===== config.mk =====
export PLATFORM = sky130hd
export DESIGN_NAME = tpcr_port_config_regs
export DESIGN_NICKNAME = d
export VERILOG_FILES = /design/src/tpcr_port_config_regs.v /design/src/tpcr_sync3.v
export VERILOG_INCLUDE_DIRS = /design/src
export SDC_FILE = /design/constraint.sdc
export NUM_CORES = 1
export LEC_CHECK = 0
export ABC_CLOCK_PERIOD_IN_PS = 1700
export CAP_MARGIN = 40
export CORE_ASPECT_RATIO = 1.75
export CORE_MARGIN = 2
export CORE_UTILIZATION = 55
export DETAILED_ROUTE_END_ITERATION = 8
export DONT_BUFFER_PORTS = 1
export MAX_ROUTING_LAYER = met4
export PLACE_DENSITY = 0.83
export SLEW_MARGIN = 20
export SYNTH_ARGS = -nofsm -noshare
export SYNTH_HDL_FRONTEND = slang
export SYNTH_SLANG_ARGS = --single-unit

===== constraint.sdc =====
create_clock -name clk -period 1.7 [get_ports clk]
set_input_delay 0.51 -clock clk [delete_from_list [all_inputs] [get_ports clk]]
set_output_delay 0.51 -clock clk [all_outputs]
set_load 0.01 [all_outputs]

===== src/tpcr_defs.vh =====
`ifndef TPCR_DEFS_VH
`define TPCR_DEFS_VH

// Register offsets
`define TPCR_ADDR_ACTIVITY      8'h01
`define TPCR_ADDR_INPUT_CTRL    8'h03
`define TPCR_ADDR_TERM_CTRL     8'h04
`define TPCR_ADDR_OUT_OPTIONS   8'h05
`define TPCR_ADDR_DATA_DRIVE    8'h06

// Reset values
`define TPCR_RST_INPUT_CTRL     8'h12
`define TPCR_RST_TERM_CTRL      8'h00
`define TPCR_RST_OUT_OPTIONS    4'h0
`define TPCR_RST_DATA_DRIVE     8'h00
`define TPCR_READ_ZERO          8'h00

// Input control fields
`define TPCR_IC_TRI_UNSEL_CLK   0
`define TPCR_IC_TRI_UNSEL_DATA  1
`define TPCR_IC_TRI_SEL_CLK     2
`define TPCR_IC_TRI_SEL_DATA    3
`define TPCR_IC_ACT_MODE        4
`define TPCR_IC_HYST_EN         5
`define TPCR_IC_HYST_MAG        6
`define TPCR_IC_RECAL           7

// Termination control fields
`define TPCR_TC_DATA_LSB        0
`define TPCR_TC_CLK_LSB         4

// Output options fields
`define TPCR_OO_TRI_CLK         0
`define TPCR_OO_TRI_DATA        1
`define TPCR_OO_INVERT          2
`define TPCR_OO_SWAP            3
`define TPCR_OO_MSB             3

// Data drive fields
`define TPCR_DD_CUR_MSB         3
`define TPCR_DD_CUR_LSB         0
`define TPCR_DD_PRE_MSB         7
`define TPCR_DD_PRE_LSB         4

// Serial target address, arbitrary value
`define TPCR_DEV_ADDR           7'h2C

// Timing
`define TPCR_CLK_PERIOD_NS      10
`define TPCR_POR_CAL_NS         100000
`define TPCR_POR_CAL_CYC        (`TPCR_POR_CAL_NS / `TPCR_CLK_PERIOD_NS)
`define TPCR_POR_CNT_W          20

// Serial engine
`define TPCR_BITS_PER_BYTE      4'h8
`define TPCR_CNT_ZERO           4'h0
`define TPCR_CNT_ONE            4'h1
`define TPCR_PTR_ONE            8'h01

`define TPCR_NUM_CH             4
`define TPCR_SYNC_W             6

`endif


===== src/tpcr_port_config_regs.v =====
// Contract
// - Input control bit 0 unterminates unselected clock inputs and disables activity detect.
// - Input control bit 1 puts unselected data inputs in high impedance.
// - Input control bit 2 leaves selected clock inputs unterminated.
// - Input control bit 3 leaves selected data inputs unterminated.
// - Input control bit 4 picks activity mode: 0 AC toggle, 1 common mode.
// - Input control resets to 0x12; host should rewrite it to 0x62.
// - Input control bit 5 enables hysteresis on clock receivers only.
// - Input control bit 6 picks hysteresis: 0 is 10 mV, 1 is 20 mV.
// - Device calibrates termination by itself after power-on.
// - Termination bits 3:0 pick 50 or 100 ohm data termination, A to D.
// - Termination bits 7:4 pick 50 or 100 ohm clock termination, A to D.
// - Output options bit 0 puts clock output drivers in high impedance.
// - Output options bit 1 puts data output drivers in high impedance.
// - Output options bit 2 swaps legs of data pairs; clock pair unchanged.
// - Output options bit 3 exchanges lanes zero and two; lane one stays.
// - Drive bits 3:0 set data current 10 mA plus 0.125 mA steps.
// - Drive bits 7:4 add first-half-bit pre-emphasis to data lanes only.
// - Termination, output options and drive registers reset to zero.
// - Read-only activity register shows detected clock per channel A to D.
`timescale 1ns/1ps
`include "tpcr_defs.vh"

module tpcr_port_config_regs #(
    parameter [`TPCR_POR_CNT_W-1:0] POR_CAL_CYCLES = `TPCR_POR_CAL_CYC
) (
    input  wire        clk,             // 100 MHz serial-interface clock
    input  wire        reset,           // Power-on reset, sync, active high
    input  wire        scl_in,          // Serial clock pin
    input  wire        sda_in,          // Serial data pin level
    output wire        sda_out,         // Serial data drive value, always low
    output reg         sda_oe,          // High while pulling serial data low
    input  wire [3:0]  clk_activity_in, // Raw clock activity per channel A..D
    input  wire [1:0]  sel_channel,     // Currently selected channel
    input  wire        lane_zero_in,    // Recovered lane 0 data bit
    input  wire        lane_one_in,     // Recovered lane 1 data bit
    input  wire        lane_two_in,     // Recovered lane 2 data bit
    output reg         lane_zero_out,   // Lane 0 output bit
    output reg         lane_one_out,    // Lane 1 output bit
    output reg         lane_two_out,    // Lane 2 output bit
    output wire [3:0]  clk_term_en,     // Clock input termination on, per channel
    output wire [3:0]  clk_term_100,    // Clock termination 100 ohm when high
    output wire [3:0]  data_term_en,    // Data input termination on, per channel
    output wire [3:0]  data_term_100,   // Data termination 100 ohm when high
    output wire        act_detect_en,   // Activity detection enabled
    output wire        act_mode_cm,     // Common-mode activity detection
    output wire        clk_hyst_en,     // Clock receiver hysteresis enabled
    output wire        clk_hyst_20mv,   // Hysteresis 20 mV when high, else 10 mV
    output wire        data_hyst_en,    // Data receiver hysteresis, always off
    output wire        term_cal_run,    // Termination calibration running
    output wire        clk_out_en,      // Clock output drivers enabled
    output wire        data_out_en,     // Data output drivers enabled
    output wire        data_invert,     // Data pair legs swapped
    output wire [3:0]  data_tx_current, // Data current code, 10 mA + n*0.125 mA
    output wire [3:0]  data_preemph,    // Data pre-emphasis code, n*0.125 mA
    output wire [3:0]  clk_tx_preemph   // Clock pre-emphasis, always zero
);

    reg  [7:0] input_control_reg;
    reg  [7:0] termination_control_reg;
    reg  [`TPCR_OO_MSB:0] output_options_reg;
    reg  [7:0] data_output_drive_reg;

    reg  [`TPCR_POR_CNT_W-1:0] por_cnt_reg;
    reg        por_cal_reg;

    reg  [3:0] state_reg;
    reg  [3:0] bit_cnt_reg;
    reg  [7:0] shift_reg;
    reg  [7:0] tx_reg;
    reg  [7:0] ptr_reg;
    reg        rw_reg;
    reg        scl_prev_reg;
    reg        sda_prev_reg;

    wire [`TPCR_SYNC_W-1:0] sync_raw;
    wire [`TPCR_SYNC_W-1:0] sync_val;
    wire       scl_s;
    wire       sda_s;
    wire [3:0] act_s;
    wire       scl_rise;
    wire       scl_fall;
    wire       start_cond;
    wire       stop_cond;
    wire [3:0] activity;
    reg  [7:0] rd_data;

    localparam [3:0] ST_IDLE = 4'h0, ST_ADDR = 4'h1, ST_ADDR_ACK = 4'h2,
                     ST_PTR = 4'h3, ST_PTR_ACK = 4'h4, ST_WR = 4'h5,
                     ST_WR_ACK = 4'h6, ST_RD = 4'h7, ST_RD_ACK = 4'h8;

    assign sync_raw = {clk_activity_in, sda_in, scl_in};

    tpcr_sync3 #(
        .WIDTH   (`TPCR_SYNC_W),
        .RST_VAL (1'b1)
    ) u_sync (
        .clk      (clk),
        .reset    (reset),
        .async_in (sync_raw),
        .sync_out (sync_val)
    );

    assign scl_s = sync_val[0];
    assign sda_s = sync_val[1];
    assign act_s = sync_val[5:2];

    assign scl_rise   = scl_s & ~scl_prev_reg;
    assign scl_fall   = ~scl_s & scl_prev_reg;
    assign start_cond = scl_s & scl_prev_reg & sda_prev_reg & ~sda_s;
    assign stop_cond  = scl_s & scl_prev_reg & ~sda_prev_reg & sda_s;
    assign sda_out    = 1'b0;

    // Input control decode
    assign act_detect_en = ~input_control_reg[`TPCR_IC_TRI_UNSEL_CLK];
    assign act_mode_cm   = input_control_reg[`TPCR_IC_ACT_MODE];
    assign clk_hyst_en   = input_control_reg[`TPCR_IC_HYST_EN];
    assign data_hyst_en  = 1'b0;
    assign clk_hyst_20mv = input_control_reg[`TPCR_IC_HYST_MAG];
    assign term_cal_run  = por_cal_reg | input_control_reg[`TPCR_IC_RECAL];

    // Activity seen only while detection is enabled
    assign activity = act_s & {`TPCR_NUM_CH{act_detect_en}};

    // Per-channel termination
    genvar ch;
    generate
        for (ch = 0; ch < `TPCR_NUM_CH; ch = ch + 1) begin : g_ch
            wire is_sel;
            assign is_sel = (sel_channel == ch);
            assign clk_term_en[ch] = is_sel ?
                ~input_control_reg[`TPCR_IC_TRI_SEL_CLK] :
                ~input_control_reg[`TPCR_IC_TRI_UNSEL_CLK];
            assign data_term_en[ch] = is_sel ?
                ~input_control_reg[`TPCR_IC_TRI_SEL_DATA] :
                ~input_control_reg[`TPCR_IC_TRI_UNSEL_DATA];
            assign data_term_100[ch] =
                termination_control_reg[`TPCR_TC_DATA_LSB + ch];
            assign clk_term_100[ch] =
                termination_control_reg[`TPCR_TC_CLK_LSB + ch];
        end
    endgenerate

    // Output options and drive
    assign clk_out_en      = ~output_options_reg[`TPCR_OO_TRI_CLK];
    assign data_out_en     = ~output_options_reg[`TPCR_OO_TRI_DATA];
    assign data_invert     = output_options_reg[`TPCR_OO_INVERT];
    assign data_tx_current =
        data_output_drive_reg[`TPCR_DD_CUR_MSB:`TPCR_DD_CUR_LSB];
    assign data_preemph    =
        data_output_drive_reg[`TPCR_DD_PRE_MSB:`TPCR_DD_PRE_LSB];
    assign clk_tx_preemph  = 4'h0;

    // Lane order and data polarity
    always @(posedge clk) begin
        if (reset) begin
            lane_zero_out <= 1'b0;
            lane_one_out  <= 1'b0;
            lane_two_out  <= 1'b0;
        end else begin
            if (output_options_reg[`TPCR_OO_SWAP]) begin
                lane_zero_out <= lane_two_in ^ data_invert;
                lane_two_out  <= lane_zero_in ^ data_invert;
            end else begin
                lane_zero_out <= lane_zero_in ^ data_invert;
                lane_two_out  <= lane_two_in ^ data_invert;
            end
            lane_one_out <= lane_one_in ^ data_invert;
        end
    end

    // Calibration after power-on
    always @(posedge clk) begin
        if (reset) begin
            por_cal_reg <= 1'b1;
            por_cnt_reg <= {`TPCR_POR_CNT_W{1'b0}};
        end else if (por_cal_reg) begin
            if (por_cnt_reg == POR_CAL_CYCLES - 1'b1) begin
                por_cal_reg <= 1'b0;
            end
            por_cnt_reg <= por_cnt_reg + 1'b1;
        end
    end

    // Read mux; unmapped offsets read zero
    always @* begin
        case (ptr_reg)
            `TPCR_ADDR_ACTIVITY:    rd_data = {4'h0, activity};
            `TPCR_ADDR_INPUT_CTRL:  rd_data = input_control_reg;
            `TPCR_ADDR_TERM_CTRL:   rd_data = termination_control_reg;
            `TPCR_ADDR_OUT_OPTIONS: rd_data = {4'h0, output_options_reg};
            `TPCR_ADDR_DATA_DRIVE:  rd_data = data_output_drive_reg;
            default:                rd_data = `TPCR_READ_ZERO;
        endcase
    end

    // Serial target engine and register writes
    always @(posedge clk) begin
        if (reset) begin
            input_control_reg       <= `TPCR_RST_INPUT_CTRL;
            termination_control_reg <= `TPCR_RST_TERM_CTRL;
            output_options_reg      <= `TPCR_RST_OUT_OPTIONS;
            data_output_drive_reg   <= `TPCR_RST_DATA_DRIVE;
            state_reg    <= ST_IDLE;
            bit_cnt_reg  <= `TPCR_CNT_ZERO;
            shift_reg    <= 8'h00;
            tx_reg       <= 8'h00;
            ptr_reg      <= 8'h00;
            rw_reg       <= 1'b0;
            sda_oe       <= 1'b0;
            scl_prev_reg <= 1'b1;
            sda_prev_reg <= 1'b1;
        end else begin
            scl_prev_reg <= scl_s;
            sda_prev_reg <= sda_s;
            if (start_cond) begin
                state_reg   <= ST_ADDR;
                bit_cnt_reg <= `TPCR_CNT_ZERO;
                sda_oe      <= 1'b0;
            end else if (stop_cond) begin
                state_reg <= ST_IDLE;
                sda_oe    <= 1'b0;
            end else begin
                case (state_reg)
                    ST_ADDR, ST_PTR, ST_WR: begin
                        if (scl_rise) begin
                            shift_reg   <= {shift_reg[6:0], sda_s};
                            bit_cnt_reg <= bit_cnt_reg + `TPCR_CNT_ONE;
                        end else if (scl_fall && bit_cnt_reg == `TPCR_BITS_PER_BYTE) begin
                            bit_cnt_reg <= `TPCR_CNT_ZERO;
                            if (state_reg == ST_ADDR) begin
                                if (shift_reg[7:1] == `TPCR_DEV_ADDR) begin
                                    rw_reg    <= shift_reg[0];
                                    sda_oe    <= 1'b1;
                                    state_reg <= ST_ADDR_ACK;
                                end else begin
                                    state_reg <= ST_IDLE;
                                end
                            end else if (state_reg == ST_PTR) begin
                                ptr_reg   <= shift_reg;
                                sda_oe    <= 1'b1;
                                state_reg <= ST_PTR_ACK;
                            end else begin
                                case (ptr_reg)
                                    `TPCR_ADDR_INPUT_CTRL:
                                        input_control_reg <= shift_reg;
                                    `TPCR_ADDR_TERM_CTRL:
                                        termination_control_reg <= shift_reg;
                                    `TPCR_ADDR_OUT_OPTIONS:
                                        output_options_reg <= shift_reg[`TPCR_OO_MSB:0];
                                    `TPCR_ADDR_DATA_DRIVE:
                                        data_output_drive_reg <= shift_reg;
                                    default: ;
                                endcase
                                ptr_reg   <= ptr_reg + `TPCR_PTR_ONE;
                                sda_oe    <= 1'b1;
                                state_reg <= ST_WR_ACK;
                            end
                        end
                    end
                    ST_ADDR_ACK: begin
                        if (scl_fall) begin
                            if (rw_reg) begin
                                tx_reg    <= {rd_data[6:0], 1'b0};
                                sda_oe    <= ~rd_data[7];
                                ptr_reg   <= ptr_reg + `TPCR_PTR_ONE;
                                state_reg <= ST_RD;
                            end else begin
                                sda_oe    <= 1'b0;
                                state_reg <= ST_PTR;
                            end
                        end
                    end
                    ST_PTR_ACK, ST_WR_ACK: begin
                        if (scl_fall) begin
                            sda_oe    <= 1'b0;
                            state_reg <= ST_WR;
                        end
                    end
                    ST_RD: begin
                        if (scl_rise) begin
                            bit_cnt_reg <= bit_cnt_reg + `TPCR_CNT_ONE;
                        end else if (scl_fall) begin
                            if (bit_cnt_reg == `TPCR_BITS_PER_BYTE) begin
                                bit_cnt_reg <= `TPCR_CNT_ZERO;
                                sda_oe      <= 1'b0;
                                state_reg   <= ST_RD_ACK;
                            end else begin
                                sda_oe <= ~tx_reg[7];
                                tx_reg <= {tx_reg[6:0], 1'b0};
                            end
                        end
                    end
                    ST_RD_ACK: begin
                        if (scl_rise && sda_s) begin
                            // Host answered with no-acknowledge
                            state_reg <= ST_IDLE;
                        end else if (scl_fall) begin
                            tx_reg    <= {rd_data[6:0], 1'b0};
                            sda_oe    <= ~rd_data[7];
                            ptr_reg   <= ptr_reg + `TPCR_PTR_ONE;
                            state_reg <= ST_RD;
                        end
                    end
                    default: begin
                        sda_oe <= 1'b0;
                    end
                endcase
            end
        end
    end

endmodule // tpcr_port_config_regs


===== src/tpcr_sync3.v =====
`timescale 1ns/1ps
`include "tpcr_defs.vh"

module tpcr_sync3 #(
    parameter WIDTH   = 1,
    parameter RST_VAL = 1'b0
) (
    input  wire             clk,      // System clock
    input  wire             reset,    // Synchronous reset, active high
    input  wire [WIDTH-1:0] async_in, // Inputs from outside the domain
    output wire [WIDTH-1:0] sync_out  // Settled values
);

    genvar i;
    generate
        for (i = 0; i < WIDTH; i = i + 1) begin : g_bit
            reg s1_reg;
            reg s2_reg;
            reg s3_reg;
            reg out_reg;
            always @(posedge clk) begin
                if (reset) begin
                    s1_reg  <= RST_VAL;
                    s2_reg  <= RST_VAL;
                    s3_reg  <= RST_VAL;
                    out_reg <= RST_VAL;
                end else begin
                    s1_reg <= async_in[i];
                    s2_reg <= s1_reg;
                    s3_reg <= s2_reg;
                    // Change counts only once stages two and three agree
                    if (s2_reg == s3_reg) begin
                        out_reg <= s3_reg;
                    end
                end
            end
            assign sync_out[i] = out_reg;
        end
    endgenerate

endmodule // tpcr_sync3

## Yosys cells after proc, flatten, opt, wreduce, memory -nomap -nowiden

Index checks and enable logic that the tools add are counted.

- $add $sub $neg: 3
- Multipliers: 0
- Div/mod/pow operators: 0
- $lt $le $gt $ge: 0
- Eq/ne operators: 50
- Shift-type cells: 0
- Muxes and demuxes: 65
- Bitwise gates (word level): 29
- Reduce and logical (&&, ||, !) cells: 24

Operators with widths:

| cell | number |
|---|---|
| $mux W8 | 15 |
| $mux W4 | 15 |
| $pmux W8 S3 | 2 |
| $pmux W8 S5 | 1 |
| $reduce_and A8 Y1 | 4 |
| $ne A4 B4 Y1 const B | 7 |
| $reduce_and A9 Y1 | 3 |
| $mux W1 | 26 |
| $eq A8 B3 Y1 const B | 3 |
| $ne A2 B2 Y1 const B | 12 |
| $add A20 B1 Y20 const B | 1 |
| $eq A20 B14 Y1 const B | 1 |
| $pmux W4 S5 | 1 |
| $reduce_and A10 Y1 | 2 |
| $not A1 Y1 | 17 |
| $eq A4 B3 Y1 const B | 4 |
| $ne A3 B3 Y1 const B | 5 |
| $add A8 B1 Y8 const B | 1 |
| $eq A4 B2 Y1 const B | 2 |
| $eq A4 B4 Y1 const B | 2 |
| $eq A8 B1 Y1 const B | 1 |
| $eq A8 B2 Y1 const B | 1 |
| $pmux W4 S2 | 1 |
| $and A1 B1 Y1 | 7 |
| 24 further kinds | 37 |

- Bits in registers: 112
- Latch bits: 0
- Memory bits (writable): 0
- ROM bits: 0
- Bits of input ports: 13
- Output and inout bits: 42
- Logic and storage cells: 214
- Memories: 0

## Longest topological paths before layout

Gate-level depths: netlist of run 1.

- Depth after elaboration: 8
- Mapped depth: 10
- Mapped depth without buffers: 8

## Hierarchy

A second synthesis of run 1 with hierarchy kept.

- Cell total of the unflattened synthesis: 616
- Area, all modules: 5477.8 µm²

By module, submodules not included:

| module | instances | cells each | area each (µm²) | sequential area each (µm²) |
|---|---|---|---|---|
| tpcr_port_config_regs | 1 | 548 | 4719.5 | 1741.7 |
| tpcr_sync3 | 1 | 68 | 758.2 | 480.5 |

## Worst setup path after synthesis of run 1

Ideal clock, no wire load.

- Kind: reg2reg
- Start point: register scl_prev_reg
- End point: register tx_reg[1]
- Setup time: 70 ps
- Data arrival time: 1844 ps
- Data required time: 1630 ps
- Path slack: -214 ps
- Stages on the path, launching flop included: 11
- Buffers on the path: 2
- Clock period less this slack: 1914 ps
- Path through: dfxtp_1 inv_1 ha_1 clkbuf_1 nand2_1 o22ai_1 a21oi_1 nor3b_2 buf_4 o2111ai_1 a21oi_1

- Longest elaborated chain between the ends: 5
- Elaborated cells between the ends (all ways): 17
- Classes of those cells: 5 x eq/ne; 10 x bitwise; 2 x reduce/logical

RTL lines:

| item | line | source |
|---|---|---|
| start: declaration | tpcr_port_config_regs.v:73 | `reg scl_prev_reg;` |
| start signal: assignment | tpcr_port_config_regs.v:214 | `scl_prev_reg <= scl_s;` |
| $and A1 B1 Y1 / $not A1 Y1 (equally long branches) | tpcr_port_config_regs.v:110, tpcr_port_config_regs.v:111, tpcr_port_config_regs.v:108 |  |
| $and A1 B1 Y1 (on tied branches) | tpcr_port_config_regs.v:111, tpcr_port_config_regs.v:108, tpcr_port_config_regs.v:110 |  |
| $and A1 B1 Y1, or another cell as far along | tpcr_port_config_regs.v:111 | `assign stop_cond = scl_s & scl_prev_reg & ~sda_prev_reg & sda_s;` |
| $not A1 Y1 (no line) / $ne A2 B2 Y1 (equally long branches) | - |  |
| $reduce_and A10 Y1 (no line) * | - |  |
| end signal: assignment | tpcr_port_config_regs.v:264 | `tx_reg <= {rd_data[6:0], 1'b0};` |
| end signal: assignment | tpcr_port_config_regs.v:290 | `tx_reg <= {tx_reg[6:0], 1'b0};` |
| end signal: assignment | tpcr_port_config_regs.v:299 | `tx_reg <= {rd_data[6:0], 1'b0};` |
| end: declaration | tpcr_port_config_regs.v:70 | `reg [7:0] tx_reg;` |

Mark *: on every way between the ends. The rest lies on a longest branch, timed or not.
A chain may end at the register's enable or synchronous reset.

## Final worst setup path of run 1

- Start point: register ptr_reg[4]
- End point: register input_control_reg[0]

- Longest elaborated chain between the ends: 2

RTL lines:

| item | line | source |
|---|---|---|
| start: declaration | tpcr_port_config_regs.v:71 | `reg [7:0] ptr_reg;` |
| start signal: assignment | tpcr_port_config_regs.v:240 | `ptr_reg <= shift_reg;` |
| start signal: assignment | tpcr_port_config_regs.v:255 | `` ptr_reg <= ptr_reg + `TPCR_PTR_ONE; `` |
| start signal: assignment | tpcr_port_config_regs.v:266 | `` ptr_reg <= ptr_reg + `TPCR_PTR_ONE; `` |
| $eq A8 B2 Y1 | tpcr_port_config_regs.v:244 | `case (ptr_reg)` |
| $reduce_and A8 Y1 (no line) | - |  |
| end signal: assignment | tpcr_port_config_regs.v:200 | `` input_control_reg <= `TPCR_RST_INPUT_CTRL; `` |
| end signal: assignment | tpcr_port_config_regs.v:246 | `input_control_reg <= shift_reg;` |
| end: declaration | tpcr_port_config_regs.v:59 | `reg [7:0] input_control_reg;` |

No other way between the ends.

==> summary.md, run 1 <==
| Metric | Value |
|---|---|
| Sequential power share | `56.6%` |
| Yosys reg bits | `111` |
| Nets@finish | `728` |
| Largest net degree at the start of global routing | `108` |
| Max Clk Rate | `518 MHz` |
| Met3 Use GR | `4.64%` |
| Crit path DAT | `2.18 ns` |
| Die Span X | `78.3 um` |
| Worst path top cell family by delay | `simple AND/OR/NAND/NOR gates` |
| Maximum root-to-sink buffer count | `2` |
| Worst Hold Class | `primary input to register` |
| Worst VDD drop | `0.624 mV` |
| Vias per inst | `6.08` |
| Via count | `5,055` |
| Routed WL per cell | `19.2 um` |
| Area of the multi-input gates | `3420 um^2` |
| Global routing usage on met2 | `54.4%` |
| Seq/Total Area, Yosys | `41.8%` |
| CTS tree | `done` |
| Lkg Pwr | `0.00262 uW` |
| Logic pwr share | `1.6%` |
| RSZ-0062 raised after global routing | `true` |
| Clock-pin slew on the worst setup and hold paths | `0.07 ns` |
| Routability cong. | `0.913` |
| Worst-Margin Slew | `0.563 ns` |
| Global routing's busiest layer | `met2` |
| Final period utilization | `114%` |
| Syn Inst Count | `623` |
| Final worst slack | `-0.230 ns` |
| IO Port Bufs | `0` |
| Setup Skew | `0.00905 ns` |
| Post-Syn Area | `5320 um^2` |
| Reg area | `2240 um^2` |
| GRT Util Overall | `29.9%` |
| Failing checks | `setup timing` |
| Crit path time final | `1.93 ns` |
| Max-cap violations | `0` |
| Switching Fraction | `21.4%` |
| Io pins | `55` |
| CP endpoint kind | `register` |
| Fin area | `7120 um^2` |
| CTS sink cnt | `111` |
| Slew HR | `62.2%` |
| DP Cell Count | `801` |
| Post-synth EDFFs | `0` |
| Pre-CTS setup slack | `-0.317 ns` |
| Yosys warns | `0` |
| Total grt overflow | `0` |
| Int Pwr | `3660 uW` |
| Drt first-iter violations | `297` |
| Setup CP Type | `register to register` |
| CP max FO | `5` |
| Req. time, crit path | `1.95 ns` |
| Die Ht | `134 um` |
| Power Density | `654 nW/um^2` |
| Setup TNS Final | `-6.28 ns` |
| Layout fillers | `608` |
| Post-synth top area share | `41.8%` |
| DRC | `0` |
| Top_reg_cell synth | `dfxtp_1` |
| Antenna viol nets, final | `0` |
| Vias in the first global route | `5,114` |
| Final slew viol count | `0` |
| CTS Hold Buffers Added | `0` |
| Top cell type by total area after synthesis | `dfxtp_1` |
| Max FFs per register | `20` |
| Initial antenna violation count | `0` |
| Final Hold Vio Count | `0` |
| Met1 GRT Util | `30.1%` |
| Site Rows | `47` |
| Critical path launch point type | `register` |
| Net Sw Power | `995 uW` |
| Initial Util | `56.5%` |
| Asr flop ratio synth | `0%` |
| Worst skew pair latency | `0.35 ns` |
| Top cells by area, synth | `dfxtp_1, nor2_1, mux2i_1` |
| Root buffer cell | `clkbuf_16` |
| Hpwl dp | `10,400 um` |
| Placed Area | `6070 um^2` |
| Non-filler cells, final | `832` |
| Crit path max-delay cell type | `or4_4` |
| Post-Syn Area per Cell | `8.53 um^2` |
| Core area | `9410 um^2` |
| CP max stage delay | `0.58 ns` |
| Total wire length | `16,000 um` |
| Clock power share | `41.8%` |
| Final setup violation count | `50` |
| Synth cell types | `64` |
| Inserted Clock Buffers | `9` |
| Die area | `10,500 um^2` |
| Status | `finished with violations` |
| First-pass GRT wire length | `24,300 um` |
| Commonest cells in the netlist | `dfxtp_1, nor2_1, a21oi_1` |
| Count leader, synth | `dfxtp_1` |
| Number of H-tree levels | `3` |
| Area grow syn2layout | `33.9%` |
| Drt first pass iters | `5` |
| Layout cells sized above 1 | `38.0%` |
| CP Cell Sequence | `or4_4 > nor4_4 > and4_4 > buf_6 > mux2i_1 > nor2_1` |
| Crit path buffers/inverters | `1` |
| Antenna cells | `0` |
## layer usage
layer	up-vias	share of wire, %
met5	-	0
met4	0	6.0
met3	74	5.2
met2	202	54
met1	2443	35
li1	2336	-
## worst reg2reg max path, delay by kind of cell, from the launching register on
kind	cells	cell delay, ns
flops	1	0.33
simple gates	4	1.18
buf+inv	1	0.14
mux	1	0.20
## power groups by stage
| stage | registers, uW | clock network, uW | logic (uW) |
|---|---|---|---|
| 3_3_place_gp | 2700 | 0 | 65.7 |
| 4_1_cts | 2640 | 1940 | 71.6 |
| 5_1_grt | 2640 | 2050 | 81.3 |
| 6_report | 2640 | 1950 | 73.4 |
| 2_1_floorplan | 2700 | 0 | 100 |
| 3_5_place_dp | 2700 | 0 | 68.6 |
## through the flow
stage	util, %	power, uW	hold slack [ns]
floorplan	-	2800	0.389
global placement	64.5	2770	0.397
detailed placement	64.5	2770	0.395
CTS	72.5	4650	0.224
global route	75.7	4770	0.230
finish	75.7	4660	0.259
## kinds of logic (layout without fill, tap and decap cells)
kind of cell               after synthesis  count (layout)  share of synthesized area [%]
AOI/OAI and AO/OA                      130             130                           16.0
xor gates and xnor gates                22              22                           3.77
adders and majority gates               10              10                           2.35
buffers and inverters                   61             142                           5.72
DFF                                    111             111                           41.8
muxes                                   29              29                           5.48
other                                    1               6                         0.0706
and+or+nand+nor                        259             260                           24.8
## area by class of cell
class | instances | area share (%)
flip-flops and latches | 111 | 31.5
clock buffers | 12 | 3.32
well taps | 122 | 2.14
inverters | 15 | 0.879
clock inverters | 4 | 0.422
repair buffers | 111 | 13.6
multi-input cells | 457 | 48.1
## placed cells by master (no fill, tap or decap), types with 4 or more instances in the layout
cell / netlist / layout
nand4_1: 8 / 8
buf_6: 2 / 20
nor3_1: 9 / 5
nor2_4: 1 / 4
or2_2: 27 / 24
nand2b_1: 10 / 7
o21ai_0: 12 / 6
buf_4: 9 / 86
a211o_1: 4 / 4
a21oi_1: 51 / 32
ha_1: 10 / 5
a21oi_2: 0 / 16
conb_1: 1 / 6
nand2_1: 48 / 46
xor2_1: 14 / 14
a22o_1: 8 / 8
nor4_1: 6 / 4
nor2b_1: 11 / 9
o21bai_1: 7 / 7
nand3_1: 29 / 22
inv_1: 15 / 10
nand3_2: 1 / 7
nor2_1: 78 / 65
nor3_2: 1 / 4
dfxtp_2: 0 / 7
xnor2_1: 7 / 7
o21ai_1: 0 / 4
a22oi_1: 8 / 4
a31oi_1: 6 / 4
and3_1: 5 / 4
dfxtp_1: 111 / 101
buf_12: 0 / 5
a22oi_2: 0 / 4
clkbuf_16: 0 / 9
or3_1: 5 / 4
mux2i_1: 28 / 27
nor2_2: 0 / 10
a211oi_2: 0 / 8
## path summary, 6_finish.rpt
check / start / cells after the start / slack, ns / endpoint
max reg2reg: ptr_reg[4] / 6 / -0.23 / input_control_reg[0]
min: clk_activity_in[1] / 1 / 0.26 / u_sync.g_bit[3].s1_reg
max: ptr_reg[4] / 6 / -0.23 / input_control_reg[0]
min reg2reg: u_sync.g_bit[5].s1_reg / 1 / 0.41 / u_sync.g_bit[5].s2_reg
## timing repair
item / CTS / global route
pin swaps: 45 / 19
gates resized for setup: 97 / 58
gates cloned: 1 / 0
buffers inserted: 8 / 6
setup endpoints to repair: 62 / 64
Note: power is estimated with default switching activity, not from simulation.
==> run 2, diff against run 1 <==
CORE_ASPECT_RATIO = not set   (was 1.75)
==> run 2 against run 1 <==
The run still ends with setup timing left. Clock-buffer cell count shrank 3. First-iteration DRC count increased by 50%. Combinational power rose by 3.3%. Critical path type unchanged. Critical endpoint is now tx_reg[7].
==> summary.md, run 2 (same netlist as run 1, synthesis figures left out) <==
| Metric | Value |
|---|---|
| Routed WL per cell | `18.6 um` |
| Root buffer cell | `clkbuf_8` |
| Worst skew pair latency | `0.38 ns` |
| Most common cell after layout, fill and taps aside | `dfxtp_1` |
| Final slew viol count | `0` |
| DP Cell Count | `796` |
| Initial antenna violation count | `1` |
| CTS tree | `done` |
| Non-filler cells, final | `830` |
| Max FFs per register | `20` |
| RSZ-0062 raised after global routing | `true` |
| Lkg Pwr | `0.00255 uW` |
| Max Clk Rate | `509 MHz` |
| Failing checks | `setup timing` |
| Layout fillers | `611` |
| Setup TNS Final | `-7.04 ns` |
| Drt first pass iters | `6` |
| CTS sink cnt | `111` |
| Antenna viol nets, final | `0` |
| Area of the multi-input gates | `3380 um^2` |
| CP endpoint kind | `register` |
| Routability cong. | `0.999` |
| Final setup violation count | `59` |
| Reg area | `2250 um^2` |
| IO Port Bufs | `0` |
| Met3 Use GR | `5.54%` |
| Final period utilization | `115%` |
| Worst reg2reg path depth | `6` |
| Met1 GRT Util | `31.3%` |
| Worst-Margin Slew | `0.544 ns` |
| Die Ht | `102 um` |
| Io pins | `55` |
| Setup CP Type | `register to register` |
| R2r setup slk | `-0.26 ns` |
| Layout cells sized above 1 | `36.1%` |
| Site Rows | `35` |
| Drt first-iter violations | `446` |
| Pre-CTS setup slack | `-0.327 ns` |
| Critical path launch point type | `register` |
| Global routing usage on met2 | `48.9%` |
| Vias per inst | `6.03` |
| Status | `finished with violations` |
| DRC | `0` |
| Number of H-tree levels | `3` |
| Req. time, crit path | `1.98 ns` |
| Global routing's busiest layer | `met2` |
| Die Span X | `102 um` |
| Most frequent cells in the layout | `dfxtp_1, buf_4, nor2_1` |
| Largest net degree at the start of global routing | `108` |
| Die area | `10,500 um^2` |
| Via count | `5,004` |
| Final hold slack | `0.196 ns` |
| Final worst slack | `-0.263 ns` |
| GRT Util Overall | `28.4%` |
| Max-cap violations | `0` |
| Worst hold stages | `1` |
| Crit path DAT | `2.24 ns` |
| Area grow syn2layout | `30.9%` |
| Core area | `9330 um^2` |
| Final Hold Vio Count | `0` |
| Vias in the first global route | `4,684` |
| Slew HR | `63.4%` |
| Total grt overflow | `0` |
| Inserted Clock Buffers | `9` |
| Power Density | `661 nW/um^2` |
| Setup Skew | `0.00981 ns` |
| Total wire length | `15,400 um` |
| Hpwl dp | `9500 um` |
| First-pass GRT wire length | `22,600 um` |
| Worst VDD drop | `0.639 mV` |
| CP max FO | `4` |
| Worst Hold Class | `primary input to register` |
| Maximum root-to-sink buffer count | `2` |
| Initial Util | `57.0%` |
| Crit path time final | `1.96 ns` |
| Clock-pin slew on the worst setup and hold paths | `0.11 ns` |
| Nets@finish | `718` |
==> run 2: cell types whose count changed in the layout (fill, tap and decap cells not counted), sizes merged <==
cell	before	now
clkbuf	12	9
inv	15	16
bufinv	0	3
buf	111	101
clkinv	2	1
diode	0	1
==> run 2: cell type report <==
class	instances	area share, %
clock inverter	7	1.71
clock buffer	9	1.78
sequential	111	32.3
multi-input combinational	457	48.6
tap	129	2.32
timing repair buffer	101	12.5
inverter	15	0.809
antenna	1	0.0360
==> run 2: metal layers <==
metal,routed length [um],up-vias
li1,-,2319
met1,5780,2389
met2,7930,230
met3,957,66
met4,741,0
met5,0,-
==> run 2: worst max-delay path, stage by stage (launching register included) <==
cell      delay [ns]
dfxtp_2         0.33
or4_4           0.57
nor2_4          0.15
o21ai_0         0.14
nor2_2          0.26
a22oi_1         0.11
a211oi_1        0.31
==> run 2: metrics by stage <==
step / power, uW / utilization [%] / area, um^2
CTS: 4600 / 71.2 / 6640
finish: 4600 / 74.6 / 6960
global route: 4710 / 74.6 / 6960
floorplan: 2800 / - / 5420
detailed placement: 2770 / 64.1 / 5980
global placement: 2770 / 64.1 / 5980
==> run 2: path summary, 6_finish.rpt <==
path                               start                endpoint
setup / recovery              ptr_reg[5]               tx_reg[7]
hold / removal                     reset            state_reg[0]
hold reg to reg   u_sync.g_bit[3].s1_reg  u_sync.g_bit[3].s2_reg
setup reg to reg              ptr_reg[5]               tx_reg[7]
==> run 2: where the power goes <==
group          leakage [uW]  total [uW]  internal [uW]  switching (uW)
Combinational       0.00153        75.8           38.3            37.5
Sequential         0.000904        2640           2620            16.6
Clock              0.000116        1880            981             903
Total               0.00255        4600           3640             957
==> run 2: repair_timing <==
action | in CTS | in global routing
gates resized for setup | 79 | 70
setup endpoints to repair | 63 | 65
gates cloned | 2 | 0
hold buffers | 0 | 0
pin swaps | 32 | 28
setup buffers | 10 | 7
